File: src/hw/ram_block_pkg.sv
// Constants, field layouts and types shared by the 32 x 4 memory block.
// Assumes one clock domain; every count and offset used elsewhere lives here.
package ram_block_pkg;

    // Array geometry
    localparam int WORDS = 32;
    localparam int ADDR_W = 5;
    localparam int DATA_W = 4;

    // Register port geometry
    localparam int BUS_AW = 8;
    localparam int BUS_DW = 32;

    // Register offsets (byte addresses)
    localparam logic [7:0] CFG_OFFSET = 8'h00;
    localparam logic [7:0] CLEAR_OFFSET = 8'h04;
    localparam logic [7:0] STATUS_OFFSET = 8'h08;

    // Configuration register fields
    localparam int CFG_SYNC_BIT = 0;
    localparam int CFG_CLKSEL_LSB = 1;
    localparam int CFG_SINGLE_BIT = 3;

    // Status register fields
    localparam int ST_SCLK_BIT = 0;
    localparam int ST_SINGLE_BIT = 1;
    localparam int ST_CONFIG_BIT = 2;
    localparam int ST_SYNC_BIT = 3;
    localparam int ST_WADDR_LSB = 8;
    localparam int ST_WDATA_LSB = 16;

    // Sector clock source
    typedef enum logic [1:0] {
        SCLK_ZERO = 2'b00,
        SCLK_TRUE = 2'b01,
        SCLK_INVERT = 2'b10
    } sclk_sel_type;

    // Write timing mode
    typedef enum logic {
        WR_ASYNC = 1'b0,
        WR_SYNC = 1'b1
    } wr_mode_type;

    // Reset values
    localparam wr_mode_type MODE_RESET = WR_ASYNC;
    localparam sclk_sel_type SCLK_RESET = SCLK_ZERO;
    localparam logic SINGLE_RESET = 1'b0;

    // Sector clock from column clock; code 11 parks the clock low
    function automatic logic sector_clock(input logic [1:0] sel, input logic col);
        logic res;
        res = 1'b0;
        if (sel == SCLK_TRUE)
            res = col;
        else if (sel == SCLK_INVERT)
            res = ~col;
        return res;
    endfunction

endpackage

File: src/hw/ram_write_if.sv
// Write path between the front-end latches, the control logic and the array.
// Assumes all members are sampled on the one block clock.
`timescale 1ns/10ps
interface ram_write_if;
    import ram_block_pkg::*;

    logic [ADDR_W-1:0] addr; // Latched write address
    logic we_n; // Latched write enable, low writes
    logic [DATA_W-1:0] data; // Latched write data
    logic store_load; // Storage load control
    logic clear; // Whole-array clear

    modport front (output addr, output we_n, output data);
    modport store (input addr, input we_n, input data, input store_load, input clear);
endinterface

File: src/hw/ram_front_latch.sv
// Front-end latch bank for write address, write enable and write data.
// Assumes load_i is a level from the top; the latch is modelled as pass-or-hold.
`timescale 1ns/10ps
module ram_front_latch
(
    input wire logic mclk_i, // Block clock
    input wire logic resetn_i, // Synchronous reset, active low
    input wire logic load_i, // Load control, high passes
    input wire logic [ram_block_pkg::ADDR_W-1:0] addr_i, // Write address in
    input wire logic we_n_i, // Write enable in, active low
    input wire logic [ram_block_pkg::DATA_W-1:0] data_i, // Write data in
    ram_write_if.front wr // Latched write path out
);
    import ram_block_pkg::*;

    logic [ADDR_W-1:0] addr_q;
    logic we_n_q;
    logic [DATA_W-1:0] data_q;

    // Held copy follows the inputs while open
    always_ff @(posedge mclk_i)
    begin
        if (!resetn_i)
        begin
            addr_q <= '0;
            we_n_q <= 1'b1;
            data_q <= '0;
        end
        else if (load_i)
        begin
            addr_q <= addr_i;
            we_n_q <= we_n_i;
            data_q <= data_i;
        end
    end

    // Transparent when open, so async mode adds no cycle of delay
    assign wr.addr = load_i ? addr_i : addr_q;
    assign wr.we_n = load_i ? we_n_i : we_n_q;
    assign wr.data = load_i ? data_i : data_q;
endmodule

File: src/hw/ram_storage.sv
// The 32 x 4 storage array: gated word writes, one-cycle clear, async read.
// Assumes the write path is driven by the front latches and the top control.
`timescale 1ns/10ps
module ram_storage
(
    input wire logic mclk_i, // Block clock
    input wire logic resetn_i, // Synchronous reset, active low
    ram_write_if.store wr, // Latched write path in
    input wire logic [ram_block_pkg::ADDR_W-1:0] rd_addr_i, // Read address
    output logic [ram_block_pkg::DATA_W-1:0] rd_data_o // Read data, combinational
);
    import ram_block_pkg::*;

    // Contents are not reset; only the clear empties the array
    logic [DATA_W-1:0] mem_q [WORDS];
    logic all_zero;

    // Clear beats a write in the same cycle
    always_ff @(posedge mclk_i)
    begin
        if (wr.clear)
        begin
            for (int i = 0; i < WORDS; i++)
                mem_q[i] <= '0;
        end
        else if (wr.store_load && !wr.we_n)
            mem_q[wr.addr] <= wr.data;
    end

    // Read never waits on the write side
    assign rd_data_o = mem_q[rd_addr_i];

    // Helper for the clear check
    always_comb
    begin
        all_zero = 1'b1;
        for (int i = 0; i < WORDS; i++)
            if (mem_q[i] != '0)
                all_zero = 1'b0;
    end
endmodule

File: src/hw/dual_port_ram_block_32x4.sv
// Top of the 32 x 4 memory block: mode control, sector clock, ports, registers.
// Assumes user logic drives all pins synchronously to mclk_i, and the column
// clock arrives as a sampled level; the testbench resolves the shared data pin.
`timescale 1ns/10ps
module dual_port_ram_block_32x4
(
    input wire logic mclk_i, // 40 MHz block clock
    input wire logic resetn_i, // Synchronous reset, active low
    input wire logic column_clock_i, // Neighbouring column clock, sampled level
    input wire logic configuring_i, // High while the device is being configured
    input wire logic right_most_i, // High when placed in the right-most column
    input wire logic [ram_block_pkg::BUS_AW-1:0] reg_addr_i, // Register byte address
    input wire logic [ram_block_pkg::BUS_DW-1:0] reg_wdata_i, // Register write data
    input wire logic reg_write_i, // Register write strobe
    input wire logic reg_read_i, // Register read strobe
    output logic [ram_block_pkg::BUS_DW-1:0] reg_rdata_o, // Register read data
    input wire logic [ram_block_pkg::ADDR_W-1:0] write_addr_i, // Write address
    input wire logic write_enable_n_i, // Write enable, active low
    input wire logic [ram_block_pkg::DATA_W-1:0] write_data_i, // Data pin, input side
    output logic [ram_block_pkg::DATA_W-1:0] write_data_o, // Data pin, output side
    output logic write_data_oe_o, // Data pin drive enable
    input wire logic [ram_block_pkg::ADDR_W-1:0] read_addr_i, // Read address
    input wire logic output_enable_n_i, // Output enable, active low
    output logic [ram_block_pkg::DATA_W-1:0] read_data_o, // Read data pin, output side
    output logic read_data_oe_o // Read data pin drive enable
);
    import ram_block_pkg::*;

    wr_mode_type mode_q;
    sclk_sel_type sclk_sel_q;
    logic single_cfg_q;
    logic sclk;
    logic sclk_prev_q;
    logic sclk_rise;
    logic front_load;
    logic single_eff;
    logic clear_hit;
    logic [ADDR_W-1:0] rd_addr;
    logic [DATA_W-1:0] st_rd_data;
    logic [ADDR_W-1:0] last_waddr_q;
    logic [DATA_W-1:0] last_wdata_q;
    logic [BUS_DW-1:0] status_word;
    logic [BUS_DW-1:0] reg_rdata_q;

    ram_write_if wif();

    // Configuration register; reset parks the sector clock to save power
    always_ff @(posedge mclk_i)
    begin
        if (!resetn_i)
        begin
            mode_q <= MODE_RESET;
            sclk_sel_q <= SCLK_RESET;
            single_cfg_q <= SINGLE_RESET;
        end
        else if (reg_write_i && reg_addr_i == CFG_OFFSET)
        begin
            mode_q <= wr_mode_type'(reg_wdata_i[CFG_SYNC_BIT]);
            sclk_sel_q <= sclk_sel_type'(reg_wdata_i[CFG_CLKSEL_LSB +: 2]);
            single_cfg_q <= reg_wdata_i[CFG_SINGLE_BIT];
        end
    end

    // Sector clock taken from the adjacent column clock
    assign sclk = sector_clock(sclk_sel_q, column_clock_i);

    // Previous sector clock level for edge detection
    always_ff @(posedge mclk_i)
    begin
        if (!resetn_i)
            sclk_prev_q <= 1'b0;
        else
            sclk_prev_q <= sclk;
    end

    assign sclk_rise = sclk && !sclk_prev_q;

    // Both loads held open in async mode; in sync mode front open while clock low, array takes the rise.
    // Opposite phases make the pair an edge-triggered stage in sync mode.
    always_comb
    begin
        front_load = 1'b1;
        wif.store_load = 1'b1;
        if (mode_q == WR_SYNC)
        begin
            front_load = ~sclk;
            wif.store_load = sclk_rise;
        end
    end

    // Clear only counts while configuring
    assign clear_hit = reg_write_i && reg_addr_i == CLEAR_OFFSET && configuring_i;
    assign wif.clear = clear_hit;

    // Right-most placement cannot be dual-ported
    assign single_eff = single_cfg_q || right_most_i;

    // Read address tie-off in single-port use
    assign rd_addr = single_eff ? write_addr_i : read_addr_i;

    // Write enable from user logic passes through the front latches
    ram_front_latch u_front
    (
        .mclk_i(mclk_i),
        .resetn_i(resetn_i),
        .load_i(front_load),
        .addr_i(write_addr_i),
        .we_n_i(write_enable_n_i),
        .data_i(write_data_i),
        .wr(wif.front)
    );

    ram_storage u_store
    (
        .mclk_i(mclk_i),
        .resetn_i(resetn_i),
        .wr(wif.store),
        .rd_addr_i(rd_addr),
        .rd_data_o(st_rd_data)
    );

    // Output drivers; read data is combinational so reads stay asynchronous
    always_comb
    begin
        read_data_o = '0;
        read_data_oe_o = 1'b0;
        write_data_o = '0;
        write_data_oe_o = 1'b0;
        if (!output_enable_n_i)
        begin
            if (single_eff)
            begin
                write_data_o = st_rd_data;
                write_data_oe_o = 1'b1;
            end
            else
            begin
                read_data_o = st_rd_data;
                read_data_oe_o = 1'b1;
            end
        end
    end

    // Last word written, for software to observe
    always_ff @(posedge mclk_i)
    begin
        if (!resetn_i)
        begin
            last_waddr_q <= '0;
            last_wdata_q <= '0;
        end
        else if (wif.store_load && !wif.we_n && !wif.clear)
        begin
            last_waddr_q <= wif.addr;
            last_wdata_q <= wif.data;
        end
    end

    // Status word assembly; unused bits read as zero
    always_comb
    begin
        status_word = '0;
        status_word[ST_SCLK_BIT] = sclk;
        status_word[ST_SINGLE_BIT] = single_eff;
        status_word[ST_CONFIG_BIT] = configuring_i;
        status_word[ST_SYNC_BIT] = mode_q;
        status_word[ST_WADDR_LSB +: ADDR_W] = last_waddr_q;
        status_word[ST_WDATA_LSB +: DATA_W] = last_wdata_q;
    end

    // Read data valid only in the cycle after the strobe; unmapped reads zero
    always_ff @(posedge mclk_i)
    begin
        if (!resetn_i)
            reg_rdata_q <= '0;
        else if (!reg_read_i)
            reg_rdata_q <= '0;
        else if (reg_addr_i == CFG_OFFSET)
        begin
            reg_rdata_q <= '0;
            reg_rdata_q[CFG_SYNC_BIT] <= mode_q;
            reg_rdata_q[CFG_CLKSEL_LSB +: 2] <= sclk_sel_q;
            reg_rdata_q[CFG_SINGLE_BIT] <= single_cfg_q;
        end
        else if (reg_addr_i == STATUS_OFFSET)
            reg_rdata_q <= status_word;
        else
            reg_rdata_q <= '0;
    end

    assign reg_rdata_o = reg_rdata_q;
endmodule

File: config.mk
export PLATFORM = sky130hd
export DESIGN_NAME = dual_port_ram_block_32x4
export DESIGN_NICKNAME = d
export VERILOG_FILES = /design/src/hw/ram_block_pkg.sv /design/src/hw/ram_write_if.sv /design/src/hw/ram_front_latch.sv /design/src/hw/ram_storage.sv /design/src/hw/dual_port_ram_block_32x4.sv
export SDC_FILE = /design/constraint.sdc
export NUM_CORES = 1
export LEC_CHECK = 0
export BUFFER_PORTS_ARGS = -buffer_cell sky130_fd_sc_hd__buf_2
export CAP_MARGIN = 0
export CELL_PAD_IN_SITES_DETAIL_PLACEMENT = 1
export CELL_PAD_IN_SITES_GLOBAL_PLACEMENT = 1
export CORE_MARGIN = 5
export CORE_UTILIZATION = 45
export CTS_CLUSTER_DIAMETER = 60
export DETAILED_ROUTE_END_ITERATION = 10
export PLACE_DENSITY_LB_ADDON = 0.12
export SETUP_SLACK_MARGIN = 0.05
export SKIP_CTS_REPAIR_TIMING = 1
export SYNTH_ARGS = -nofsm -noshare
export SYNTH_HDL_FRONTEND = slang
export SYNTH_SLANG_ARGS = --single-unit
File: constraint.sdc
create_clock -name mclk_i -period 3.2 [get_ports mclk_i]
set_input_delay 0.32 -clock mclk_i [delete_from_list [all_inputs] [get_ports mclk_i]]
set_output_delay 0.32 -clock mclk_i [all_outputs]
set_load 0.03 [all_outputs]
Word-level counts from Yosys, hierarchy flattened

Memory sizes are Yosys's and may differ from the RTL's.
Cells that the tools add are included.

Shifts and indexed selects: 0
Mux-type cells: 26
Reductions and logical operators: 14
Add/sub/neg operators: 0
$lt $le $gt $ge: 0
Div/mod/pow operators: 0
Bitwise operators: 5
Equality and inequality tests: 4
Multipliers: 0

Operators with widths:

| kind                                                | number |
|---|---|
| two-way mux 4 bit                                   | 8 |
| two-way mux 1 bit                                   | 15 |
| two-way mux 5 bit                                   | 3 |
| equality test 8 x 3 -> 1 bit, second input constant | 1 |
| equality test 8 x 4 -> 1 bit, second input constant | 1 |
| zero test 8 bit                                     | 1 |
| OR reduction 4 bit                                  | 2 |
| logical AND 1 bit                                   | 6 |
| NOT 1 bit                                           | 5 |
| zero test 1 bit                                     | 3 |
| equality test 2 x 1 -> 1 bit, second input constant | 1 |
| equality test 2 bit, second input constant          | 1 |
| AND reduction 2 bit                                 | 1 |
| logical OR 1 bit                                    | 1 |

Memory bits (read-only): 0
Bits in registers: 37
Memories kept: 1
Bits in writable memories: 128
Bits in latches: 0
Logic and storage cells: 61

Memories:

| memory        | depth | bits a word | rd ports | clocked after Yosys merged registers in | write ports | line              | source |
|---|---|---|---|---|---|---|---|
| u_store.mem_q | 32    | 4           | 1        | 0                                       | 32          | ram_storage.sv:15 | `logic [DATA_W-1:0] mem_q [WORDS];` |

Depth between registers and ports, before layout

Depth after elaboration: 13
Mapped depth: 10
Gate-level depth less buffers: 6

Hierarchy

A second synthesis with hierarchy kept.

Cells, all modules: 581
Area, all modules: 7910.1 um^2

Modules (own cells, without submodules):

| module                   | times used | area each (um^2) | cells an instance |
|---|---|---|---|
| ram_storage              | 1          | 6185.9           | 409 |
| dual_port_ram_block_32x4 | 1          | 1318.8           | 140 |
| ram_front_latch          | 1          | 405.4            | 32 |

Worst setup path after synthesis

No wires, ideal clock.

Kind: in2out
From: in read_addr_i[0] (netlist name)
To: out read_data_o[1] (netlist name)
Path slack: 0.436 ns
Arrival time: 2.444 ns
Stages on the path: 10
Cells stage by stage: clkbuf_1 or3b_2 clkbuf_1 nand2_1 buf_2 buf_1 nand2_1 a31oi_1 a31oi_1 a21oi_1

Word-level cells in the longest chain between the ends: 4

Ends and longest elaborated chain:

| item                     | line                            | source |
|---|---|---|
| from (decl)              | dual_port_ram_block_32x4.sv:22  | `input wire logic [ram_block_pkg::ADDR_W-1:0] read_addr_i,` |
| two-way mux 5 bit        | dual_port_ram_block_32x4.sv:99  | `assign rd_addr = single_eff ? write_addr_i : read_addr_i;` |
| memory read (32 x 4 bit) | n/a                             |  |
| two-way mux 4 bit        | dual_port_ram_block_32x4.sv:131 | `if (single_eff)` |
| two-way mux 4 bit        | dual_port_ram_block_32x4.sv:129 | `if (!output_enable_n_i)` |
| to (decl)                | dual_port_ram_block_32x4.sv:24  | `output logic [ram_block_pkg::DATA_W-1:0] read_data_o,` |

Every way passes these cells.

Worst setup path after layout

From: reg single_cfg_q
To: out read_data_o[3] (netlist name)

Word-level cells in the longest chain between the ends: 5

Ends and longest elaborated chain:

| item                     | line                            | source |
|---|---|---|
| from (decl)              | dual_port_ram_block_32x4.sv:31  | `logic single_cfg_q;` |
| from (signal assigned)   | dual_port_ram_block_32x4.sv:60  | `single_cfg_q <= reg_wdata_i[CFG_SINGLE_BIT];` |
| logical OR 1 bit *       | dual_port_ram_block_32x4.sv:96  | `assign single_eff = single_cfg_q \|\| right_most_i;` |
| two-way mux 5 bit        | dual_port_ram_block_32x4.sv:99  |  |
| memory read (32 x 4 bit) | n/a                             |  |
| two-way mux 4 bit *      | dual_port_ram_block_32x4.sv:131 |  |
| two-way mux 4 bit *      | dual_port_ram_block_32x4.sv:129 |  |

Mark *: on every way between the ends. The rest lies on a longest branch, timed or not.

==> flow_summary.json <==
{
  "port_buffers": 57,
  "crit_path_end_kind": "output pin",
  "maxSlewHeadroom": 0.459,
  "detail-route-antenna-nets": 0,
  "non_filler_cells_final": 1101,
  "grt_pass1_vias": 6824,
  "start_kind": "flip-flop",
  "timing.final.hold_violations": 0,
  "drt-wirelength-per-cell_um": 22.3,
  "critical_path_arrival_ns": 2.79,
  "seq_area_um2": 4590,
  "p_leak_uw": 0.00348,
  "slew_violations": 0,
  "run_status": "completed",
  "worst-endpoint-required_ns": 2.88,
  "ys.warnings.count": 0,
  "setup_viol": 0,
  "core_area_um2": 18000,
  "n_fill_cell": 1969,
  "num_vias": 6598,
  "drc_errors": 0,
  "grt_antenna_before_repair": 0,
  "largest_net_degree_at_the_start_of_global_routing": 35,
  "max_freq_mhz": 321,
  "final_layout_size_suffix_gt1_frac": 0.217,
  "die_width_um": 146,
  "cts_htree_levels": 4,
  "drt-vias-per-instance": 5.99,
  "synth_sequential_area_ratio": 0.554,
  "clk-insertion-delay-late_ns": 0.43,
  "design.final.nets": 922,
  "core.rowCount": 49,
  "root_buffer": "clkbuf_16",
  "peakVddDrop_mv": 0.375,
  "syn-instance-count": 803,
  "syn-mean-instance-area_um2": 10.3,
  "post-route-period-util": 0.972,
  "skew_ns": 0.00612,
  "die-area_um2": 21200,
  "grt_pass1_wl_um": 37600,
  "multi_input_gate_area_in_the_final_layout_um2": 3520,
  "global_placer_s_final_weighted_congestion": 0.799,
  "final_period_minus_worst_setup_slack_ns": 3.11,
  "placed_cells": 1060,
  "ioPinCount": 105,
  "cellPowerDensity_nw_per_um2": 500,
  "drt-pass1-iter-count": 5,
  "postSynthRegisterBits": 165,
  "maxCapViolCount": 0,
  "die_y_um": 146,
  "cts_inserted_buffers": 17,
  "kind_of_path_behind_the_tightest_hold_check": "in -> reg",
  "crit_path_max_fanout": 9,
  "grt-ovfl-total": 0,
  "finalWirelength_um": 24600,
  "synth.cell_area_um2": 8280,
  "cts_num_sinks": 165,
  "synth_edf_count": 128,
  "cts.reportedPaths.clkPinSlew_ns": 0.06,
  "insertedDiodeCount": 0,
  "tritoncts_clock_tree": "yes",
  "asyncSetResetFlopFracSynth": 0,
  "timing.setup.critical_path_class": "reg -> out",
  "postSynth.topFlopCell": "edfxtp_1",
  "rsz0062_at_grt": "yes",
  "floorplan.initialDensity": 0.459,
  "layout-area-overhead-vs-synth_pct": 17.7,
  "synthDistinctLibCells": 46,
  "clockBufferDepth": 2,
  "tightest_slew_ns": 0.805,
  "groute.usage.overall": 0.225,
  "finish.utilization": 0.540,
  "dp_hpwl_um": 16700,
  "initialDrtViolationCount": 531
}
==> cell families after synthesis <==
logic type      count (synthesis)  share of synthesized area
compound gates                123                     0.0953
mux                            68                     0.0829
flops                         165                      0.554
other cells                     1                   0.000453
buf+inv                       100                     0.0556
simple gates                  346                      0.212
==> cells in the mapped netlist (all sizes together) (2+ instances only) <==
library cell / number / area, µm²
and2: 19 / 119
nand3b: 2 / 15.0
edfxtp: 128 / 3840
a31oi: 26 / 163
a21oi: 17 / 85.1
nand2: 54 / 203
nor2: 100 / 375
or3: 6 / 37.5
buf: 29 / 194
nor3: 66 / 330
o21ai: 34 / 170
nor2b: 14 / 87.6
nor4bb: 7 / 70.1
a31o: 2 / 17.5
inv: 6 / 22.5
clkbuf: 65 / 244
o32ai: 8 / 70.1
nor4: 4 / 25.0
a211oi: 17 / 133
nor4b: 2 / 17.5
o211ai: 13 / 97.6
o31ai: 3 / 22.5
nand2b: 7 / 43.8
or4: 16 / 135
mux2: 4 / 45.0
nand3: 25 / 125
dfxtp: 37 / 741
or3b: 2 / 20.0
and3: 17 / 106
mux2i: 64 / 641
==> worst max-delay path, cell delays in order (launching register included) <==
cell and delay [ns]:
dfxtp_2 0.41, or2_4 0.36, a31oi_4 0.27, clkdlybuf4s15_2 0.33, o32ai_1 0.13, a31oi_1 0.26
a31oi_4 0.14, a21oi_1 0.23, clkbuf_4 0.22
==> final timing paths <==
| check | depth (start not counted) | slack [ns] | from | endpoint |
|---|---|---|---|---|
| worst max-delay path | 8 | 0.09 | single_cfg_q$_SDFFE_PN0P_ | read_data_o[3] |
| worst min-delay path | 3 | 0.15 | reg_wdata_i[0] | mode_q$_SDFFE_PN0P_ |
| worst max register to register | 6 | 0.23 | sclk_sel_q[1]$_SDFFE_PN0P_ | u_store.mem_q[30][0]$_SDFFCE_PN0P_ |
| worst min register to register | 1 | 0.45 | last_wdata_q[1]$_SDFFE_PN0P_ | reg_rdata_o[17]$_SDFF_PP0_ |
==> cell usage in the layout, fill, tap and decap left out, types with 21 or more instances in the layout <==
| master | n |
|---|---|
| edfxtp_1 | 128 |
| a31oi_1 | 21 |
| mux2i_1 | 60 |
| nor3_1 | 66 |
| buf_2 | 53 |
| nor2_1 | 99 |
| nand3_1 | 24 |
| dfxtp_1 | 36 |
| nand2_1 | 53 |
| buf_4 | 48 |
==> per-stage QoR <==
stage / total power (µW) / setup TNS, ns / hold WS (ns) / worst slack [ns] / area (µm²)
floorplan: 2700 / 0 / 0.430 / 0.436 / 8340
global placement: 2860 / 0 / 0.443 / 0.194 / 8910
detailed placement: 2880 / 0 / 0.441 / 0.0265 / 8910
CTS: 4840 / -1.09 / 0.133 / -0.193 / 9480
global route: 5040 / 0 / 0.153 / 0.0156 / 9740
finish: 4870 / 0 / 0.148 / 0.0891 / 9740
==> metal layers <==
layer | wire length, µm | vias up | track usage | part of all wire
li1 | - | 3028 | - | -
met1 | 10200 | 3288 | 0.286 | 0.42
met2 | 12300 | 228 | 0.391 | 0.50
met3 | 1340 | 54 | 0.0358 | 0.055
met4 | 674 | 0 | 0.0816 | 0.027
met5 | 0 | - | 0 | 0
==> final cells by class <==
class	instances	area share
clock buffer	21	0.0496
tap	229	0.0294
multi-input combinational	556	0.361
timing repair buffer	113	0.0783
clock inverter	11	0.00873
sequential	165	0.471
inverter	6	0.00231
==> report_power, final <==
part           switching, µW  total [µW]  leakage [µW]  internal (µW)
Combinational            366         553       0.00198            188
Clock                    887        1990      0.000285           1100
Sequential              14.2        2330       0.00121           2310
Total                   1270        4870       0.00348           3600
==> state kept, by name, indices dropped and copies added, names as in the netlist <==
signal and count:
u_store.mem_q 128, reg_rdata_o 13, last_waddr_q 5, u_front.addr_q 5, last_wdata_q 4, u_front.data_q 4, sclk_sel_q 2, mode_q 1
sclk_prev_q 1, single_cfg_q 1, u_front.we_n_q 1
Note: power is estimated with default switching activity, not from simulation.
